<file path="src/rdoc_pkg.sv">
// Purpose: Shared constants for the re-driver output configuration registers.
// Assumes: Byte-wide registers reached over the two-wire serial port.
// Notes:   Offsets are sub-addresses; field positions give the low bit.
package rdoc_pkg;
  localparam logic [7:0]  RDOC_OFS_COND     = 8'h15;
  localparam logic [7:0]  RDOC_OFS_HPD      = 8'h17;
  localparam logic [7:0]  RDOC_OFS_TMDSPRE  = 8'h18;
  localparam logic [7:0]  RDOC_OFS_FACT0    = 8'h19;
  localparam logic [7:0]  RDOC_OFS_FACT1    = 8'h1A;
  localparam logic [7:0]  RDOC_OFS_RST      = 8'h1B;
  localparam logic [7:0]  RDOC_OFS_AHI      = 8'h1C;
  localparam logic [7:0]  RDOC_OFS_AMID     = 8'h1D;
  localparam logic [7:0]  RDOC_OFS_ALO      = 8'h1E;
  localparam logic [7:0]  RDOC_OFS_DATA     = 8'h1F;
  localparam int          RDOC_BOOST_LSB    = 3;
  localparam int          RDOC_SWING_BIT    = 2;
  localparam int          RDOC_PRE_LSB      = 0;
  localparam int          RDOC_HPDTEST_BIT  = 3;
  localparam int          RDOC_ADPOL_BIT    = 1;
  localparam int          RDOC_ADFORCE_BIT  = 0;
  localparam int          RDOC_TPRE_LSB     = 2;
  localparam int          RDOC_SOFTRST_BIT  = 7;
  localparam int          RDOC_LCLR_BIT     = 6;
  localparam logic [4:0]  RDOC_COND_RST     = 5'h08;
  localparam logic [3:0]  RDOC_HPD_RST      = 4'h0;
  localparam logic [1:0]  RDOC_TPRE_RST     = 2'h0;
  localparam logic [7:0]  RDOC_FACT_RST     = 8'h00;
  localparam logic [19:0] RDOC_PTR_RST      = 20'h00000;
  localparam logic [6:0]  RDOC_DEV_ADDR     = 7'h2C; // Arbitrary value.
  localparam logic [19:0] RDOC_LINK_BASE    = 20'h00100;
  localparam int          RDOC_LINK_DEPTH   = 16;
  localparam int          RDOC_LCLR_FIRST   = 3;
  localparam int          RDOC_SYNC_W       = 6;
endpackage

</file>
<file path="src/rdoc_link_if.sv">
`timescale 1ns/1ns
// Purpose: Carries data window accesses to the link configuration store.
// Assumes: One clock; strobes last one cycle.
// Notes:   Read data is combinational from the store.
interface rdoc_link_if;
  logic [19:0] addr;
  logic [7:0]  wdata;
  logic        wr_stb;
  logic        clr_stb;
  logic [7:0]  rdata;
  modport master (output addr, output wdata, output wr_stb, output clr_stb, input rdata);
  modport slave  (input addr, input wdata, input wr_stb, input clr_stb, output rdata);
endinterface

</file>
<file path="src/rdoc_link_store.sv">
`timescale 1ns/1ns
// Purpose: Small link configuration store behind the data window.
// Assumes: Only a window of addresses from the base is implemented.
// Notes:   Other addresses read zero and ignore writes.
module rdoc_link_store
  import rdoc_pkg::*;
#(
  parameter int DEPTH = RDOC_LINK_DEPTH
) (
  input wire logic clk_in,
  input wire logic rst_n_in,
  rdoc_link_if.slave lnk
);
  logic [7:0] mem [DEPTH];
  logic       hit;
  logic [3:0] idx;

  // Decode the pointer into the implemented window.
  assign hit       = (lnk.addr >= RDOC_LINK_BASE) && (lnk.addr < RDOC_LINK_BASE + 20'(DEPTH));
  assign idx       = 4'(lnk.addr - RDOC_LINK_BASE);
  assign lnk.rdata = hit ? mem[idx] : 8'h00;

  // The clear strobe wipes only the upper part of the window.
  always_ff @(posedge clk_in) begin
    if (!rst_n_in) begin
      for (int i = 0; i < DEPTH; i++) mem[i] <= 8'h00;
    end else if (lnk.clr_stb) begin
      for (int i = RDOC_LCLR_FIRST; i < DEPTH; i++) mem[i] <= 8'h00;
    end else if (lnk.wr_stb && hit) begin
      mem[idx] <= lnk.wdata;
    end
  end
endmodule

</file>
<file path="src/rdoc_regs_top.sv">
`timescale 1ns/1ns
// Purpose: Output conditioning, hot-plug test and link pointer registers with serial slave.
// Assumes: Slow two-wire bus against the 20 MHz clock; pins other than dp_preemph_en_in pass a three-stage sync.
// Notes:   The data line is open drain; sda_oe_out high pulls it low.
module rdoc_regs_top
  import rdoc_pkg::*;
#(
  parameter logic [6:0] DEV_ADDR = RDOC_DEV_ADDR
) (
  input  wire logic        clk_in,
  input  wire logic        rst_n_in,
  input  wire logic        scl_in,
  input  wire logic        sda_in,
  output logic             sda_out,
  output logic             sda_oe_out,
  input  wire logic        dp_sink_sel_in,
  input  wire logic        sink_adapter_detect_in,
  input  wire logic        dp_sink_hotplug_in,
  input  wire logic        tmds_sink_hotplug_in,
  input  wire logic        dp_preemph_en_in,
  output logic [1:0]       output_boost_trim_out,
  output logic             boost_on_preemph_out,
  output logic             boost_on_swing_out,
  output logic             tmds_mode_out,
  output logic             dp_sink_tmds_swing_sel_out,
  output logic [1:0]       dp_sink_tmds_preemph_sel_out,
  output logic [1:0]       tmds_port_preemph_out,
  output logic             hotplug_compliance_test_out,
  output logic             dp_sink_hotplug_eff_out,
  output logic             tmds_sink_hotplug_eff_out,
  output logic             source_hotplug_out,
  output logic             source_adapter_detect_out,
  output logic [19:0]      link_cfg_addr_out
);
  typedef enum {
    RDOC_IDLE, RDOC_DEVADR, RDOC_ACK_DEV, RDOC_SUBADR, RDOC_ACK_SUB,
    RDOC_WRDAT, RDOC_ACK_WR, RDOC_RDDAT, RDOC_ACK_RD
  } rdoc_state_t;

  rdoc_link_if lnk ();

  logic [RDOC_SYNC_W-1:0] pins;
  logic        scl;
  logic        sda;
  logic        scl_q;
  logic        sda_q;
  logic        scl_rise;
  logic        scl_fall;
  logic        start_c;
  logic        stop_c;
  rdoc_state_t state;
  logic [7:0]  shreg;
  logic [3:0]  bitcnt;
  logic        rw;
  logic [7:0]  ptr;
  logic        wr_stb;
  logic [7:0]  wr_addr;
  logic [7:0]  wr_data;
  logic [7:0]  rdata;
  logic [4:0]  cond;
  logic [3:0]  hpd;
  logic [1:0]  tpre;
  logic [7:0]  fact0;
  logic [7:0]  fact1;
  logic [19:0] lptr;
  logic        soft_rst;
  logic        link_clr;
  logic        ad_s;
  logic        dpsel_s;

  // Bus lines and status pins except dp_preemph_en_in pass the synchroniser; idle bus lines rest high.
  rdoc_sync #(
    .W       (RDOC_SYNC_W),
    .RST_VAL (8'h03)
  ) u_sync (
    .clk_in   (clk_in),
    .rst_n_in (rst_n_in),
    .d_in     ({dp_sink_sel_in, tmds_sink_hotplug_in, dp_sink_hotplug_in,
                sink_adapter_detect_in, sda_in, scl_in}),
    .q_out    (pins)
  );

  assign scl     = pins[0];
  assign sda     = pins[1];
  assign ad_s    = pins[2];
  assign dpsel_s = pins[5];

  // Edge and condition detection on the filtered bus lines.
  always_ff @(posedge clk_in) begin
    if (!rst_n_in) begin
      scl_q <= 1'b1;
      sda_q <= 1'b1;
    end else begin
      scl_q <= scl;
      sda_q <= sda;
    end
  end

  assign scl_rise = scl & ~scl_q;
  assign scl_fall = ~scl & scl_q;
  assign start_c  = scl & scl_q & sda_q & ~sda;
  assign stop_c   = scl & scl_q & ~sda_q & sda;
  assign sda_out  = 1'b0;

  // Serial slave sequencer. The data line only changes after a clock fall,
  // which leaves over four cycles of hold, ample for standard-mode hosts.
  always_ff @(posedge clk_in) begin
    if (!rst_n_in || stop_c) begin
      state      <= RDOC_IDLE;
      shreg      <= 8'h00;
      bitcnt     <= 4'h0;
      rw         <= 1'b0;
      sda_oe_out <= 1'b0;
    end else if (start_c) begin
      state      <= RDOC_DEVADR;
      bitcnt     <= 4'h0;
      sda_oe_out <= 1'b0;
    end else begin
      unique case (state)
        RDOC_IDLE: begin
        end
        RDOC_DEVADR, RDOC_SUBADR, RDOC_WRDAT: begin
          if (scl_rise) begin
            shreg  <= {shreg[6:0], sda};
            bitcnt <= bitcnt + 4'h1;
          end else if (scl_fall && bitcnt == 4'h8) begin
            sda_oe_out <= 1'b1;
            if (state == RDOC_SUBADR) begin
              state <= RDOC_ACK_SUB;
            end else if (state == RDOC_WRDAT) begin
              state <= RDOC_ACK_WR;
            end else if (shreg[7:1] == DEV_ADDR) begin
              state <= RDOC_ACK_DEV;
              rw    <= shreg[0];
            end else begin
              state      <= RDOC_IDLE;
              sda_oe_out <= 1'b0;
            end
          end
        end
        RDOC_ACK_DEV: begin
          if (scl_fall) begin
            bitcnt <= 4'h0;
            if (rw) begin
              state      <= RDOC_RDDAT;
              shreg      <= rdata;
              sda_oe_out <= ~rdata[7];
            end else begin
              state      <= RDOC_SUBADR;
              sda_oe_out <= 1'b0;
            end
          end
        end
        RDOC_ACK_SUB, RDOC_ACK_WR: begin
          if (scl_fall) begin
            state      <= RDOC_WRDAT;
            bitcnt     <= 4'h0;
            sda_oe_out <= 1'b0;
          end
        end
        RDOC_RDDAT: begin
          if (scl_fall) begin
            bitcnt <= bitcnt + 4'h1;
            if (bitcnt == 4'h7) begin
              state      <= RDOC_ACK_RD;
              sda_oe_out <= 1'b0;
            end else begin
              shreg      <= {shreg[6:0], 1'b0};
              sda_oe_out <= ~shreg[6];
            end
          end
        end
        RDOC_ACK_RD: begin
          // A refusal from the host ends the read; an acknowledge loads the next byte.
          if (scl_rise && sda) begin
            state <= RDOC_IDLE;
          end else if (scl_fall) begin
            state      <= RDOC_RDDAT;
            bitcnt     <= 4'h0;
            shreg      <= rdata;
            sda_oe_out <= ~rdata[7];
          end
        end
      endcase
    end
  end

  // Sub-address pointer: loaded by the first written byte, advanced after each data byte.
  always_ff @(posedge clk_in) begin
    if (!rst_n_in) begin
      ptr <= 8'h00;
    end else if (state == RDOC_SUBADR && scl_fall && bitcnt == 4'h8) begin
      ptr <= shreg;
    end else if (scl_fall && (state == RDOC_ACK_WR || (state == RDOC_RDDAT && bitcnt == 4'h7))) begin
      ptr <= ptr + 8'h01;
    end
  end

  // One-cycle write strobe once a data byte is complete.
  always_ff @(posedge clk_in) begin
    if (!rst_n_in) begin
      wr_stb  <= 1'b0;
      wr_addr <= 8'h00;
      wr_data <= 8'h00;
    end else begin
      wr_stb <= state == RDOC_WRDAT && scl_fall && bitcnt == 4'h8 && !stop_c && !start_c;
      if (state == RDOC_WRDAT && scl_fall && bitcnt == 4'h8) begin
        wr_addr <= ptr;
        wr_data <= shreg;
      end
    end
  end

  // Configuration registers. The soft reset restores them all one cycle after its write.
  always_ff @(posedge clk_in) begin
    if (!rst_n_in || soft_rst) begin
      cond  <= RDOC_COND_RST;
      hpd   <= RDOC_HPD_RST;
      tpre  <= RDOC_TPRE_RST;
      fact0 <= RDOC_FACT_RST;
      fact1 <= RDOC_FACT_RST;
      lptr  <= RDOC_PTR_RST;
    end else if (wr_stb) begin
      unique case (wr_addr)
        RDOC_OFS_COND:    cond       <= wr_data[4:0];
        RDOC_OFS_HPD:     hpd        <= wr_data[3:0];
        RDOC_OFS_TMDSPRE: tpre       <= wr_data[RDOC_TPRE_LSB +: 2];
        RDOC_OFS_FACT0:   fact0      <= wr_data;
        RDOC_OFS_FACT1:   fact1      <= wr_data;
        RDOC_OFS_AHI:     lptr[19:16] <= wr_data[3:0];
        RDOC_OFS_AMID:    lptr[15:8]  <= wr_data;
        RDOC_OFS_ALO:     lptr[7:0]   <= wr_data;
        default: begin
        end
      endcase
    end
  end

  // Self-clearing reset strobes; nothing stores them beyond the one cycle.
  always_ff @(posedge clk_in) begin
    if (!rst_n_in) begin
      soft_rst <= 1'b0;
      link_clr <= 1'b0;
    end else begin
      soft_rst <= wr_stb && wr_addr == RDOC_OFS_RST && wr_data[RDOC_SOFTRST_BIT];
      link_clr <= wr_stb && wr_addr == RDOC_OFS_RST && wr_data[RDOC_LCLR_BIT];
    end
  end

  // Data window access to the link store through the 20-bit pointer.
  assign lnk.addr    = lptr;
  assign lnk.wdata   = wr_data;
  assign lnk.wr_stb  = wr_stb && wr_addr == RDOC_OFS_DATA;
  assign lnk.clr_stb = link_clr;

  rdoc_link_store #(
    .DEPTH (RDOC_LINK_DEPTH)
  ) u_store (
    .clk_in   (clk_in),
    .rst_n_in (rst_n_in),
    .lnk      (lnk)
  );

  // Read mux. Undefined bits except hot-plug bit 2, the reset register and unmapped offsets read zero.
  always_comb begin
    rdata = 8'h00;
    unique case (ptr)
      RDOC_OFS_COND:    rdata = {3'h0, cond};
      RDOC_OFS_HPD:     rdata = {4'h0, hpd};
      RDOC_OFS_TMDSPRE: rdata = {4'h0, tpre, 2'h0};
      RDOC_OFS_FACT0:   rdata = fact0;
      RDOC_OFS_FACT1:   rdata = fact1;
      RDOC_OFS_AHI:     rdata = {4'h0, lptr[19:16]};
      RDOC_OFS_AMID:    rdata = lptr[15:8];
      RDOC_OFS_ALO:     rdata = lptr[7:0];
      RDOC_OFS_DATA:    rdata = lnk.rdata;
      default:          rdata = 8'h00;
    endcase
  end

  // Registered outputs to the analog drivers and hot-plug pins. Boost covers both the
  // DP and the TMDS use of the DP sink, so it needs the sink selection and dp_preemph_en_in, not the adapter detect.
  always_ff @(posedge clk_in) begin
    if (!rst_n_in) begin
      output_boost_trim_out        <= RDOC_COND_RST[4:3];
      boost_on_preemph_out         <= 1'b0;
      boost_on_swing_out           <= 1'b0;
      tmds_mode_out                <= 1'b0;
      dp_sink_tmds_swing_sel_out   <= 1'b0;
      dp_sink_tmds_preemph_sel_out <= 2'h0;
      tmds_port_preemph_out        <= 2'h0;
      hotplug_compliance_test_out  <= 1'b0;
      dp_sink_hotplug_eff_out      <= 1'b0;
      tmds_sink_hotplug_eff_out    <= 1'b0;
      source_hotplug_out           <= 1'b0;
      source_adapter_detect_out    <= 1'b0;
      link_cfg_addr_out            <= RDOC_PTR_RST;
    end else begin
      output_boost_trim_out        <= cond[RDOC_BOOST_LSB +: 2];
      boost_on_preemph_out         <= dpsel_s && dp_preemph_en_in;
      boost_on_swing_out           <= dpsel_s && !dp_preemph_en_in;
      tmds_mode_out                <= dpsel_s && ad_s;
      dp_sink_tmds_swing_sel_out   <= dpsel_s && ad_s && cond[RDOC_SWING_BIT];
      dp_sink_tmds_preemph_sel_out <= (dpsel_s && ad_s) ? cond[RDOC_PRE_LSB +: 2] : 2'h0;
      tmds_port_preemph_out        <= tpre;
      hotplug_compliance_test_out  <= hpd[RDOC_HPDTEST_BIT];
      if (hpd[RDOC_HPDTEST_BIT]) begin
        dp_sink_hotplug_eff_out   <= 1'b1;
        tmds_sink_hotplug_eff_out <= 1'b0;
        source_hotplug_out        <= 1'b1;
      end else begin
        dp_sink_hotplug_eff_out   <= pins[3];
        tmds_sink_hotplug_eff_out <= pins[4];
        source_hotplug_out        <= dpsel_s ? pins[3] : pins[4];
      end
      if (dpsel_s) begin
        source_adapter_detect_out <= (hpd[RDOC_ADFORCE_BIT] | ad_s) ^ hpd[RDOC_ADPOL_BIT];
      end else begin
        source_adapter_detect_out <= 1'b0;
      end
      link_cfg_addr_out <= lptr;
    end
  end
endmodule

</file>
<file path="src/rdoc_sync.sv">
`timescale 1ns/1ns
// Purpose: Three-stage synchroniser for pin inputs.
// Assumes: Inputs are asynchronous to clk_in.
// Notes:   A change counts once stages two and three agree.
module rdoc_sync #(
  parameter int         W       = 1,
  parameter logic [7:0] RST_VAL = 8'h00
) (
  input  wire logic         clk_in,
  input  wire logic         rst_n_in,
  input  wire logic [W-1:0] d_in,
  output logic      [W-1:0] q_out
);
  logic [W-1:0] s1;
  logic [W-1:0] s2;
  logic [W-1:0] s3;

  // Stage one feeds only stage two, so a metastable value never spreads.
  always_ff @(posedge clk_in) begin
    if (!rst_n_in) begin
      s1    <= RST_VAL[W-1:0];
      s2    <= RST_VAL[W-1:0];
      s3    <= RST_VAL[W-1:0];
      q_out <= RST_VAL[W-1:0];
    end else begin
      s1 <= d_in;
      s2 <= s1;
      s3 <= s2;
      for (int i = 0; i < W; i++) begin
        if (s2[i] == s3[i]) begin
          q_out[i] <= s3[i];
        end
      end
    end
  end
endmodule

</file>
<file path="config.mk">
export PLATFORM = sky130hd
export DESIGN_NAME = rdoc_regs_top
export DESIGN_NICKNAME = d
export VERILOG_FILES = /design/src/rdoc_pkg.sv /design/src/rdoc_link_if.sv /design/src/rdoc_link_store.sv /design/src/rdoc_regs_top.sv /design/src/rdoc_sync.sv
export SDC_FILE = /design/constraint.sdc
export NUM_CORES = 1
export LEC_CHECK = 0
export BUFFER_PORTS_ARGS = -buffer_cell sky130_fd_sc_hd__buf_4
export CORE_ASPECT_RATIO = 0.75
export CORE_MARGIN = 2
export CORE_UTILIZATION = 50
export DETAILED_ROUTE_END_ITERATION = 8
export PLACE_DENSITY = 0.72
export SLEW_MARGIN = 20
export SYNTH_ARGS = -nofsm -noshare
export SYNTH_HDL_FRONTEND = slang
export SYNTH_SLANG_ARGS = --single-unit
</file>
<file path="constraint.sdc">
create_clock -name clk_in -period 3.2 [get_ports clk_in]
set_input_delay 0.96 -clock clk_in [delete_from_list [all_inputs] [get_ports clk_in]]
set_output_delay 0.96 -clock clk_in [all_outputs]
set_load 0.005 [all_outputs]
</file>
==> impl_metrics.py <==
metrics = {
    "routing": {
        "vias_per_cell": 6.075,
        "num_vias": 9264,
        "drt-initial-drc-count": 1159,
        "drtAntennaViolNets": 0,
        "drt-total-wl_microns": 33430,
        "routedWlPerCell_microns": 21.92,
        "drt_pass1_iterations": 6,
        "drc": 0,
    },
    "cells_and_area": {
        "drive_above_1_share_pct": 16.93,
        "area_delta_synth_final_pct": 13.40,
        "nFillCells": 2056,
        "final_area_sq_um": 14390,
        "antenna_cells": 0,
        "num-nets-final": 1181,
    },
    "pwr": {
        "peakVddDrop_v": 0.0004744,
        "power_density_nw_per_um2": 505.5,
        "p_leak_nw": 5.140,
    },
    "setup_path": {
        "required_ps": 3390,
        "critical_path_class": "reg2reg",
        "arrival_ps": 3080,
        "cp_max_fo": 34,
        "crit_path_end_kind": "register",
        "rr_worst_depth": 6,
        "cp-start-kind": "register",
        "r2r-start": "lnk.addr[10]",
        "ff2ff_setup_slack_ps": 320,
        "r2r-end": "u_store.mem[0][2]",
    },
    "synthesis": {
        "synthMostInstantiatedCell": "dfxtp_1",
        "synth_common_cells": "dfxtp_1, and2_1, edfxtp_1",
        "synth.yosys.seq_area_share_pct": 55.05,
        "synth_nets": 1142,
        "syn_inst": 1127,
        "syn_area_sq_um": 12690,
        "synth_ff_type": "dfxtp_1",
        "synth_edf_count": 128,
        "synth_top_area_share_pct": 30.28,
        "yosys_register_bits": 285,
        "ys_top_cells_by_area": "edfxtp_1, dfxtp_1, and2_1",
        "async_flop_share_pct": 0,
        "yosys_warnings": 0,
        "ys_types": 72,
        "synth_largest_area_cell": "edfxtp_1",
        "avgSynthCellArea_sq_um": 11.26,
    },
    "sta": {
        "period_minus_slack_ps": 2883,
        "fin_crit_sh_pct": 90.10,
        "worstMarginPinSlew_ps": 1129,
        "setup_violations": 0,
        "hold_violations": 0,
        "setup_tns_ps": 0,
        "clock.fmax_ghz": 0.3469,
        "slew-limit-headroom_pct": 24.61,
        "slew_violations": 0,
        "rsz0062_at_grt": "false",
        "skew_ps": 22.27,
    },
    "global_route": {
        "grt_start_max_net_pins": 59,
        "grt_pass1_vias": 8613,
        "grt_usage_pct": 25.01,
        "antenna_found_initial": 0,
        "grt-ovfl-total": 0,
        "grt_pass1_wl_microns": 51420,
    },
    "clocking": {
        "clock_path_buffers": 3,
        "clk_latency_ps": 550,
        "clockRootBuffer": "clkbuf_16",
        "cts_sinks": 285,
        "clk_pin_slew_ps": 70,
        "tritoncts": "built",
        "htree_levels": 1,
        "ctsHoldBuffers": 0,
        "cts_buffers": 27,
        "ctsResizeCount": 0,
        "post_cts_buffers": 0,
    },
    "job": {
        "drv_cap": 0,
    },
    "floorplan": {
        "initial_core_util_pct": 50.85,
        "design.die.area_sq_um": 26690,
        "fp.dieH_microns": 142.0,
        "io_pins": 46,
        "core_region_area_sq_um": 24960,
        "rows": 50,
        "die_w_microns": 188.0,
    },
    "hold_path": {
        "worst_hold_path_type": "reg2reg",
        "holdPathStages": 1,
        "whs_endpoint": "u_sync.s2[0]",
        "min_from": "u_sync.s1[0]",
    },
    "run_status": {
        "status": "finished, final reports clean",
    },
    "placed_design": {
        "io_buffers": 44,
        "gp_congestion": 0.9394,
        "placedInstanceArea_sq_um": 13480,
        "dpl.hpwl_microns": 22390,
    },
}
-- flip-flops by register name, indices dropped and copies added, names as in the netlist, 2 cells and up, named ones only --
signal                        flops
bitcnt                            4
cond                              5
dp_sink_tmds_preemph_sel_out      2
fact0                             8
fact1                             8
hpd                               4
link_cfg_addr_out                20
lnk.addr                         20
lnk.wdata                         8
output_boost_trim_out             2
ptr                               8
shreg                             8
state                             4
tmds_port_preemph_out             2
tpre                              2
u_store.mem                     128
u_sync.q_out                      6
u_sync.s1                         6
u_sync.s2                         6
u_sync.s3                         6
wr_addr                           8
-- final cells by class --
cell class / instances / area, sq um / share of cell area (%)
Clock buffer: 42 / 864.6 / 6.007
Clock inverter: 8 / 45.04 / 0.3130
Inverter: 14 / 52.55 / 0.3651
Multi-Input combinational cell: 747 / 5310 / 36.89
Sequential cell: 285 / 6989 / 48.56
Tap cell: 338 / 422.9 / 2.938
Timing Repair Buffer: 91 / 708.2 / 4.920
-- layer usage --
layer / wire length [microns] / vias to the layer above / global-route usage, %
met1: 14920 / 4499 / 38.95
met4: 607 / 0 / 5.429
met2: 13820 / 524 / 35.63
li1: - / 4180 / -
met5: 0 / - / 0
met3: 4082 / 61 / 5.424
-- where the power goes --
part | internal, mW | switching (mW) | leakage (nW)
combinational | 0.0458 | 0.0873 | 2.11
clock | 1.86 | 1.38 | 0.461
sequential | 3.86 | 0.0358 | 2.57
-- worst max-delay path, cell delays in order, from the launching register on --
cell and delay, ps:
dfxtp_1 340, nor4_1 310, nand4_1 360, or4_1 630, buf_12 210, nor4b_4 290
nand2b_1 380
-- worst max path at each step --
stage | endpoint | cells past startpoint | from | slack [ps]
6_report | u_store.mem[0][2] | 6 | lnk.addr[10] | 320
2_1_floorplan | u_store.mem[4][0] | 6 | rst_n_in | 420
3_3_place_gp | u_store.mem[0][0] | 6 | rst_n_in | 330
5_1_grt | u_store.mem[0][0] | 6 | lnk.addr[19] | 150
4_1_cts | u_store.mem[8][3] | 6 | lnk.addr[10] | 340
3_5_place_dp | u_store.mem[0][6] | 6 | rst_n_in | 270
-- layout by cell type (no fill, tap or decap), types with 13 or more instances in the layout --
master     instances
nand2_1           80
a22oi_1           21
dfxtp_1          155
o21ai_0           26
and2_1           155
edfxtp_1         128
a21oi_1           59
nor2_1            69
mux4_2            30
inv_1             13
clkbuf_16         29
buf_4             89
mux2i_1           44
nor4_1            22
nand2b_1          36
nand3_1           20
nor3_1            14
-- through the flow --
step / hold slack, ps / power [mW] / setup WS, ps / cells / utilization (%)
after floorplan: 386.3 / 4.044 / 418.1 / 1127 / -
after global placement: 392.4 / 4.105 / 333.4 / 1475 / 54.01
after detailed placement: 397.6 / 4.109 / 269.2 / 1475 / 54.01
after CTS: 411.0 / 7.295 / 344.7 / 1525 / 57.65
after global routing: 418.9 / 7.453 / 150.4 / 1525 / 57.66
final: 405.8 / 7.275 / 316.9 / 1525 / 57.66
-- kinds of logic after synthesis --
logic type | synth area share [%]
other | 0.02955
adder cells (fa/ha/maj) | 0.5915
AO/OA/AOI/OAI | 10.07
buffers and inverters | 3.115
multiplexers | 9.592
flip-flops | 55.05
XOR/XNOR | 0.2761
AND/OR/NAND/NOR | 21.28
Power figures use the tool's default switching activity.
